--- config.mk ---
export PLATFORM = sky130hd
export DESIGN_NAME = ckm_top
export DESIGN_NICKNAME = d
export VERILOG_FILES = /design/src/ckm_pkg.sv /design/src/ckm_osc_if.sv /design/src/ckm_osc_settle.sv /design/src/ckm_top.sv
export SDC_FILE = /design/constraint.sdc
export NUM_CORES = 1
export LEC_CHECK = 0
export BUFFER_PORTS_ARGS = -buffer_cell sky130_fd_sc_hd__buf_2
export CORE_UTILIZATION = 49
export DETAILED_ROUTE_END_ITERATION = 8
export GPL_TIMING_DRIVEN = 0
export PLACE_DENSITY = 0.86
export SLEW_MARGIN = 20
export SYNTH_ARGS = -nofsm -noshare
export SYNTH_HDL_FRONTEND = slang
export SYNTH_SLANG_ARGS = --single-unit
--- constraint.sdc ---
create_clock -name mclk_i -period 2.15 [get_ports mclk_i]
set_clock_uncertainty 0.05 [all_clocks]
set_input_delay 0.3225 -clock mclk_i [delete_from_list [all_inputs] [get_ports mclk_i]]
set_output_delay 0.3225 -clock mclk_i [all_outputs]
set_load 0.05 [all_outputs]
--- src/ckm_pkg.sv ---
// constants for clock-mode and hf oscillator control
// Overview of operation
// - low-power enable bit 2 allows low-power modes
// - peripheral clock enables act only under low-power
// - request enable bit 1 makes requests demand-driven
// - force-tree bit 0 gates only in idle
// - osc enable bit 7 turns oscillator on/off
// - ready flag bit 6 shows oscillator running
package ckm_pkg;
  localparam logic [7:0] ADDR_HF_OSC_CTL   = 8'h00_B2;
  localparam logic [7:0] ADDR_CLK_MODE_CTL = 8'h00_F7;
  localparam logic [3:0] SFR_PAGE_CLK      = 4'h0;

  localparam int LOW_POWER_ENABLE_BIT     = 2;
  localparam int CLOCK_REQUEST_ENABLE_BIT = 1;
  localparam int FORCE_CLOCK_TREE_BIT     = 0;
  localparam int HF_OSC_ENABLE_BIT        = 7;
  localparam int HF_OSC_READY_BIT         = 6;

  localparam logic [7:0] CLK_MODE_RESET   = 8'h00_00;
  localparam logic [5:0] OSC_RSVD_RESET   = 6'h00;
  localparam logic       HF_OSC_EN_RESET  = 1'b0;

  localparam int N_PERIPH = 8;

  localparam int CLK_PERIOD_NS  = 20;
  localparam int OSC_SETTLE_NS  = 2000;
  localparam int OSC_SETTLE_CYC = (OSC_SETTLE_NS + CLK_PERIOD_NS - 1) / CLK_PERIOD_NS;
  localparam int SETTLE_W       = 8;
endpackage

--- src/ckm_osc_if.sv ---
// enable and ready between register block and oscillator settle logic
`timescale 1ns/10ps
`default_nettype none
interface ckm_osc_if;
  logic enable;
  logic ready;
  modport regs (output enable, input ready);
  modport osc  (input enable, output ready);
endinterface
`default_nettype wire

--- src/ckm_osc_settle.sv ---
// hf oscillator settle timer producing the ready flag
`timescale 1ns/10ps
`default_nettype none
module ckm_osc_settle (
  input  wire logic mclk_i,
  input  wire logic rst_b_i,
  ckm_osc_if.osc    osc
);
  localparam logic [ckm_pkg::SETTLE_W-1:0] SETTLE_LAST =
    ckm_pkg::SETTLE_W'(ckm_pkg::OSC_SETTLE_CYC);

  logic [ckm_pkg::SETTLE_W-1:0] cnt_r;
  logic [ckm_pkg::SETTLE_W-1:0] cnt_nxt;
  logic                         ready_r;
  wire                          settled = (cnt_r == SETTLE_LAST);

  // restart from zero on every disable so a re-enable waits the full time
  assign cnt_nxt = !osc.enable ? '0 : (settled ? cnt_r : cnt_r + 1'b1);

  always_ff @(posedge mclk_i or negedge rst_b_i) begin
    if (!rst_b_i) begin
      cnt_r   <= '0;
      ready_r <= 1'b0;
    end else begin
      cnt_r   <= cnt_nxt;
      ready_r <= osc.enable && settled;
    end
  end

  assign osc.ready = ready_r;
endmodule
`default_nettype wire

--- src/ckm_top.sv ---
// clock-mode and hf oscillator control registers on the sfr bus
`timescale 1ns/10ps
`default_nettype none
module ckm_top (
  input  wire logic                         mclk_i,
  input  wire logic                         rst_b_i,
  input  wire logic [3:0]                   sfr_page_i,
  input  wire logic [7:0]                   sfr_addr_i,
  input  wire logic                         sfr_wr_i,
  input  wire logic                         sfr_rd_i,
  input  wire logic [7:0]                   sfr_wdata_i,
  output logic      [7:0]                   sfr_rdata_o,
  input  wire logic                         idle_mode_i,
  input  wire logic [ckm_pkg::N_PERIPH-1:0] peripheral_clock_enables_i,
  input  wire logic [ckm_pkg::N_PERIPH-1:0] periph_clk_request_i,
  output logic      [ckm_pkg::N_PERIPH-1:0] periph_clk_run_o,
  output logic                              src_clk_request_o,
  output logic                              low_power_mode_o,
  output logic                              hf_osc_enable_o,
  output logic                              hf_osc_ready_o
);
  localparam logic [ckm_pkg::N_PERIPH-1:0] ALL_RUN = '1;

  ckm_osc_if osc_if ();

  ckm_osc_settle u_settle (
    .mclk_i  (mclk_i),
    .rst_b_i (rst_b_i),
    .osc     (osc_if.osc)
  );

  logic                         low_power_enable_r;
  logic                         clock_request_enable_r;
  logic                         force_clock_tree_r;
  logic                         hf_osc_enable_r;
  logic [5:0]                   osc_rsvd_r;
  logic [7:0]                   rdata_r;
  logic [ckm_pkg::N_PERIPH-1:0] periph_run_r;
  logic                         src_req_r;

  // register decode
  wire page_hit   = (sfr_page_i == ckm_pkg::SFR_PAGE_CLK);
  wire sel_mode   = page_hit && (sfr_addr_i == ckm_pkg::ADDR_CLK_MODE_CTL);
  wire sel_osc    = page_hit && (sfr_addr_i == ckm_pkg::ADDR_HF_OSC_CTL);
  wire wr_mode    = sfr_wr_i && sel_mode;
  wire wr_osc     = sfr_wr_i && sel_osc;

  wire [7:0] mode_rd = {5'h00, low_power_enable_r, clock_request_enable_r,
                        force_clock_tree_r};
  wire [7:0] osc_rd  = {hf_osc_enable_r, osc_if.ready, osc_rsvd_r};
  // unmapped addresses read as zero
  wire [7:0] rd_mux  = sel_mode ? mode_rd : (sel_osc ? osc_rd : 8'h00);
  wire [7:0] rdata_nxt = sfr_rd_i ? rd_mux : rdata_r;

  // gating decision: without low-power all peripherals clock freely
  wire [ckm_pkg::N_PERIPH-1:0] demand = peripheral_clock_enables_i | periph_clk_request_i;
  wire tree_forced = force_clock_tree_r && !idle_mode_i;
  wire [ckm_pkg::N_PERIPH-1:0] periph_run_nxt =
    (!low_power_enable_r || tree_forced) ? ALL_RUN : demand;
  // request only on demand when enabled; otherwise always request
  wire src_req_nxt = !clock_request_enable_r ? 1'b1
                   : ((|periph_clk_request_i) || (|periph_run_nxt));

  always_ff @(posedge mclk_i or negedge rst_b_i) begin
    if (!rst_b_i) begin
      low_power_enable_r     <= ckm_pkg::CLK_MODE_RESET[ckm_pkg::LOW_POWER_ENABLE_BIT];
      clock_request_enable_r <= ckm_pkg::CLK_MODE_RESET[ckm_pkg::CLOCK_REQUEST_ENABLE_BIT];
      force_clock_tree_r     <= ckm_pkg::CLK_MODE_RESET[ckm_pkg::FORCE_CLOCK_TREE_BIT];
    end else if (wr_mode) begin
      low_power_enable_r     <= sfr_wdata_i[ckm_pkg::LOW_POWER_ENABLE_BIT];
      clock_request_enable_r <= sfr_wdata_i[ckm_pkg::CLOCK_REQUEST_ENABLE_BIT];
      force_clock_tree_r     <= sfr_wdata_i[ckm_pkg::FORCE_CLOCK_TREE_BIT];
    end
  end

  // whole-byte write; software keeps other bits by read-modify-write
  always_ff @(posedge mclk_i or negedge rst_b_i) begin
    if (!rst_b_i) begin
      hf_osc_enable_r <= ckm_pkg::HF_OSC_EN_RESET;
      osc_rsvd_r      <= ckm_pkg::OSC_RSVD_RESET;
    end else if (wr_osc) begin
      hf_osc_enable_r <= sfr_wdata_i[ckm_pkg::HF_OSC_ENABLE_BIT];
      osc_rsvd_r      <= sfr_wdata_i[5:0];
    end
  end

  always_ff @(posedge mclk_i or negedge rst_b_i) begin
    if (!rst_b_i) begin
      rdata_r      <= 8'h00;
      periph_run_r <= ALL_RUN;
      src_req_r    <= 1'b1;
    end else begin
      rdata_r      <= rdata_nxt;
      periph_run_r <= periph_run_nxt;
      src_req_r    <= src_req_nxt;
    end
  end

  assign osc_if.enable     = hf_osc_enable_r;
  assign sfr_rdata_o       = rdata_r;
  assign periph_clk_run_o  = periph_run_r;
  assign src_clk_request_o = src_req_r;
  assign low_power_mode_o  = low_power_enable_r;
  assign hf_osc_enable_o   = hf_osc_enable_r;
  assign hf_osc_ready_o    = osc_if.ready;
endmodule
`default_nettype wire

==> results of run 1 <==
==> stage by stage <==
| stage | hold WS [ns] | instances | instance area, µm² | utilization (%) |
|---|---|---|---|---|
| global placement | 0.383 | 249 | 2040 | 64.6 |
| floorplan | -0.0231 | 147 | 1690 | - |
| CTS | 0.00232 | 257 | 2090 | 66.3 |
| global route | 0.0177 | 257 | 2090 | 66.3 |
| detailed placement | 0.388 | 249 | 2040 | 64.6 |
| finish | -0.0156 | 257 | 2090 | 66.3 |
==> power breakdown <==
| part | leakage [µW] | switching, µW | internal [µW] |
|---|---|---|---|
| Sequential | 0.000472 | 0.676 | 679 |
| Clock | 0.0000324 | 215 | 120 |
| Combinational | 0.000442 | 41.8 | 31.7 |
| Total | 0.000946 | 257 | 830 |
==> synth_stat cells (2+ instances only) <==
cell and count:
a21oi_1 7, a41oi_1 3, and3_1 3, and3b_1 2, and4_1 3, clkbuf_1 2, dfrtp_1 27, dfstp_2 9
ha_1 2, inv_1 17, mux2_2 10, nand2_1 4, nand2b_1 2, nand3_1 5, nor2_1 4, nor2b_1 3
nor3_1 2, nor4_1 3, o21ai_0 5, o21ai_2 3, o22ai_2 5, or2_2 2, or3_1 8, or4_1 2
==> per-layer routing <==
| layer | routed length [µm] | global-route usage [%] | share of wire, % | up-vias |
|---|---|---|---|---|
| met3 | 168 | 5.76 | 5.0 | 6 |
| met1 | 1490 | 25.0 | 45 | 619 |
| li1 | - | - | - | 662 |
| met4 | 70 | 9.74 | 2.1 | 0 |
| met2 | 1610 | 33.8 | 48 | 48 |
| met5 | 0 | 0 | 0 | - |
==> registers in the layout (all words and copies together), names as in the netlist, 6 cells and up <==
| name | count |
|---|---|
| osc_rsvd_r | 6 |
| periph_clk_run_o | 8 |
| sfr_rdata_o | 8 |
| u_settle.cnt_r | 8 |
==> area by class of cell <==
class | instances | area (µm²)
fillers | 273 | 1060
flip-flops and latches | 36 | 912
multi-input cells | 91 | 702
repair buffers | 58 | 290
inverters | 17 | 63.8
well taps | 44 | 55.1
clock buffers | 5 | 37.5
plain buffers | 3 | 15.0
clock inverters | 3 | 13.8
==> worst max-delay path: stages <==
cell    delay [ns]
buf_2         0.11
or4_4         0.57
nor4_4        0.52
mux2_2        0.41
==> cells by family after synthesis <==
group	count (synthesis)	share of synthesized area, %
compound gates	27	12.6
xor+xnor	1	0.517
fa+ha+maj	2	1.48
buf+inv	20	4.66
flops	36	53.9
mux	10	6.65
simple gates	51	20.3
==> worst max path at each step <==
stage / slack [ns] / to / from
5_1_grt: 0.26 / u_settle.cnt_r[3] / u_settle.cnt_r[3]
6_report: 0.40 / osc_rsvd_r[3] / sfr_page_i[1]
3_3_place_gp: 0.07 / osc_rsvd_r[5] / sfr_page_i[1]
3_5_place_dp: 0.04 / osc_rsvd_r[4] / sfr_page_i[1]
4_1_cts: 0.41 / osc_rsvd_r[3] / sfr_page_i[1]
2_1_floorplan: 0.34 / hf_osc_enable_o / sfr_page_i[1]
==> metrics.txt, run 1 <==
NumNets Final 255; number of synthesized flops with an enable pin 0; vias in the first global route 1257; Seq/Total Area, Yosys 53.9%; R2R cell count 3; share of layout cells above drive strength 1 46.5%; DP Worst Slack 0.0396 ns; outcome finished, violations left; # Max-Cap Violations 0; FP Rows 20; Placer Congestion 0.787; Final Critical Period 1.75 ns; RSZ-0062 raised after global routing no; post-synth top area cell dfrtp_1; Syn-to-layout area delta 23.4%; die area 3690 µm²; most frequent cells in the layout buf_2 (58), dfrtp_1 (27), inv_1 (17), mux2_2 (10), dfstp_2 (9); DRC 0; hold_ws -0.0156 ns; setup tns final 0 ns; worst path required time 2.32 ns; # IOs 61; Final Hold Vio Count 13; initial antenna violation count 0; Post-Syn Instances 147; Worst Path Arrival 1.93 ns; Synth Area per Inst 11.5 µm²; total CTS buffers 5; final wirelength 3340 µm; Worst Hold Class in -> async; Starting Density 53.7%; Chip Height 60.8 µm; synthesized net count 190; final setup violation count 0; latest clock arrival within the worst-skew pair 0.34 ns; failing checks negative hold slack; Power Dens Cells 520 nW/µm²; hold buffer count at CTS 0; drt pass-1 iters 4; first-pass GRT wire length 5350 µm; startpoint types primary input; Tcrit/Tclk final 81.6%; critical path class in -> reg; GRT Residual Overflow 0; via count 1335; CTS Root Cell clkbuf_4; fin. max-slew vios 0; die width 60.8 µm; CTS tree yes; detailed placement HPWL 2560 µm; Crit Path Max Fanout 7; maximum number of pins on one net before global-route repair 37; Relative slew margins 36.1%; H-tree levels 2; setup bufs post-CTS 0; area of the mapped netlist 1690 µm²; worst reg2reg startpoint u_settle.cnt_r[3]; drt via density 5.19; most used flip-flop cell after synthesis dfrtp_1; synth unique cells 38; worst reg2reg endpoint u_settle.cnt_r[3]; critical path endpoint category register; number of I/O port buffers 58; DR iter-0 viols 28; Antenna diodes 0; Least-Margin Pin Slew 0.945 ns; final total power 1090 µW; Setup WS post-layout 0.396 ns; share of the synthesized area in the top cell type 39.9%; Achievable Freq 0.570 GHz; cts repair resizes 0; antenna-violating nets left 0; YS warnings 0; global-route usage over all layers 20.5%; Max rail drop VDD 299 µV; Avg WL per Cell 13.0 µm; post-synthesis register bit count 36; most common cell after layout, fill and taps aside buf_2; Pleak 0.000946 µW; core area 3150 µm²; TritonCTS Sinks 36; synth top area cells dfrtp_1 (40%), dfstp_2 (14%), mux2_2 (6.7%), inv_1 (3.8%), o22ai_2 (3.7%); Clock Path Buffers 2; async set-reset flop share out of synthesis 100%; R2R setup slack 0.40 ns; Reg clk slew, reported paths 0.11 ns
Power figures use the tool's default switching activity.
==> run 2: changes to the inputs <==
--- a/config.mk
+++ b/config.mk
@@ -6,10 +6,10 @@
 export NUM_CORES = 1
 export LEC_CHECK = 0
 export BUFFER_PORTS_ARGS = -buffer_cell sky130_fd_sc_hd__buf_2
-export CORE_UTILIZATION = 49
+export CORE_UTILIZATION = 44
 export DETAILED_ROUTE_END_ITERATION = 8
 export GPL_TIMING_DRIVEN = 0
-export PLACE_DENSITY = 0.86
+export PLACE_DENSITY = 0.82
 export SLEW_MARGIN = 20
 export SYNTH_ARGS = -nofsm -noshare
 export SYNTH_HDL_FRONTEND = slang
==> constraint.sdc (replaced) <==
create_clock -name mclk_i -period 1.5 [get_ports mclk_i]
set_clock_uncertainty 0.05 [all_clocks]
set_input_delay 0.225 -clock mclk_i [delete_from_list [all_inputs] [get_ports mclk_i]]
set_output_delay 0.225 -clock mclk_i [all_outputs]
set_load 0.05 [all_outputs]
==> run 2 against run 1 <==
The run ends with negative setup slack left; setup slack worse by 0.41 ns; die area grew 11%; first-iteration DRC count is 130% higher; critical path type unchanged; largest cell class unchanged; highest routed layer unchanged.
==> metrics.txt, run 2 (same netlist as run 1, synthesis figures left out) <==
outcome finished, violations left; failing checks negative setup slack; Avg WL per Cell 13.2 µm (+2.0%); via count 1342 (+0.52%); detailed placement HPWL 2600 µm (+1.7%); Chip Height 64.0 µm (+5.3%); die area 4100 µm² (+11%); Clock Path Buffers 2 (unchanged); CTS tree yes; R2R cell count 5 (+2); total CTS buffers 5 (unchanged); Syn-to-layout area delta 33.6%; initial antenna violation count 0 (unchanged); CP max stage cell or4b_4; number of I/O port buffers 58 (unchanged); Highest Signal Layer met4; Setup WS post-layout -0.0132 ns (-0.410 ns); hold depth 2; antenna-violating nets left 0 (unchanged); critical-path cell list buf_6, or4_4, or4b_4, o21ai_2; Worst Hold Class in -> reg; Antenna diodes 0 (unchanged); Tcrit/Tclk final 101%; final total power 1780 µW (+63%); critical path class in -> reg; TritonCTS Sinks 36 (unchanged); Placer Congestion 0.794 (+0.86%); CP bufs+invs 1 (unchanged); Least-Margin Pin Slew 0.743 ns (-0.202 ns); Power Dens Cells 785 nW/µm² (+51%); Crit Path Max Fanout 8 (+1); Sw Ratio 21.1% (-2.5 points); metal1 wirelength 1520 µm (+1.9%); final wirelength 3500 µm (+4.7%); latest clock arrival within the worst-skew pair 0.28 ns (-0.06 ns); global-route usage over all layers 18.6% (-1.9 points); # Max-Cap Violations 0 (unchanged); combinational share of power 6.5% (-0.3 points); Worst Path Arrival 1.68 ns (-0.25 ns); RSZ-0062 raised after global routing yes; Net Sw Power 375 µW (+46%); critical path's largest stage delay 0.63 ns (+0.06 ns); share of layout cells above drive strength 1 50.5% (+4.0 points); Max rail drop VDD 645 µV (+120%); storage element area 913 µm² (+0.14%); drt via density 5.08 (-2.1%); GRT Residual Overflow 0 (unchanged); core area 3690 µm² (+17%); # IOs 61 (unchanged); dpl cells 253 (+1.6%); NumNets Final 258 (+1.2%); Pleak 0.00101 µW (+6.5%); R2R setup slack 0.07 ns (-0.33 ns); vias in the first global route 1267 (+0.80%); fillcell total 300 (+9.9%); multi-input gate area in the final layout 782 µm² (+11%); DR iter-0 viols 64 (+130%); maximum number of pins on one net before global-route repair 37 (unchanged); Crit. path cell count 4 (unchanged); wire length on met3 160 µm (-4.8%); Reg clk slew, reported paths 0.07 ns (-0.04 ns); die width 64.0 µm (+5.3%); drt pass-1 iters 4 (unchanged); Reg power frac 54.9% (-7.6 points); DRC 0 (unchanged); final non-filler cell total 264 (+2.7%); met2 wire len 1750 µm (+9.2%); fin. max-slew vios 0 (unchanged); Int Pwr 1400 µW (+69%); CTS Root Cell clkbuf_8; Starting Density 45.9% (-7.8 points); H-tree levels 2 (unchanged); most frequent cells in the layout buf_2 (56), dfrtp_1 (26), inv_1 (17), mux2_4 (10), dfstp_2 (9); Relative slew margins 50.5% (+14 points); Achievable Freq 0.661 GHz; final setup violation count 3 (+3); Final Hold Vio Count 0 (-13); final core utilization 61.3% (-5.0 points); Final Critical Period 1.51 ns; clock power share 38.6% (+7.8 points); startpoint types primary input; family with the most delay on the worst path simple AND/OR/NAND/NOR gates; most common cell after layout, fill and taps aside buf_2; FP Rows 22 (+10%); worst path required time 1.66 ns (-0.66 ns); first-pass GRT wire length 5730 µm (+7.0%); critical path endpoint category register
-- run 2: cell count changes in the layout (fill, tap and decap cells not counted), sizes merged --
cell / change
buf: +3
clkinv: -3
clkbuf: +2
dlygate4sd3: +1
-- run 2: power groups by stage --
| stage | Combinational (µW) | Sequential (µW) | Clock [µW] |
|---|---|---|---|
| after global placement | 106 | 992 | 0 |
| after detailed placement | 109 | 992 | 0 |
| after global routing | 129 | 974 | 756 |
| final | 115 | 975 | 685 |
| after CTS | 114 | 975 | 700 |
| after floorplan | 25.0 | 994 | 0 |
-- run 2: what timing repair did --
action / in CTS / in global routing
resized for setup: 11 / 9
setup endpoints to repair: 20 / 19
pin swaps: 2 / 9
hold buffers: 1 / 0
setup buffers: 3 / 1
hold endpoints to repair: 27 / 0
-- run 2: worst paths after layout --
path / startpoint / endpoint
worst max-delay path: sfr_page_i[1] / sfr_rdata_o[0]
worst min-delay path: peripheral_clock_enables_i[1] / periph_clk_run_o[1]
worst max register to register: u_settle.cnt_r[0] / u_settle.cnt_r[3]
worst min register to register: osc_rsvd_r[1] / osc_rsvd_r[1]
max in group asynchronous: rst_b_i / low_power_mode_o
min in group asynchronous: rst_b_i / clock_request_enable_r
-- run 2: final cells by class --
| class | instances | share of cell area, % |
|---|---|---|
| inverters | 17 | 2.82 |
| repair buffers | 63 | 15.3 |
| flip-flops and latches | 36 | 40.4 |
| clock buffers | 8 | 3.98 |
| multi-input cells | 91 | 34.6 |
| well taps | 48 | 2.66 |
| plain buffers | 1 | 0.221 |
-- run 2: routing by layer --
| metal | global-route usage (%) | vias up |
|---|---|---|
| li1 | - | 669 |
| met3 | 5.71 | 7 |
| met1 | 23.4 | 634 |
| met4 | 6.82 | 0 |
| met5 | 0 | - |
| met2 | 30.1 | 32 |
-- run 2: per-stage QoR --
stage / instance area (µm²) / hold slack [ns] / setup TNS, ns / setup WS, ns
after CTS: 2230 / 0.0928 / -0.485 / -0.0513
after global placement: 2070 / 0.297 / -6.51 / -0.422
after detailed placement: 2070 / 0.291 / -6.79 / -0.440
after global routing: 2260 / 0.0893 / -0.201 / -0.0404
after floorplan: 1720 / -0.121 / -2.42 / -0.162
final: 2260 / 0.0938 / -0.0247 / -0.0132
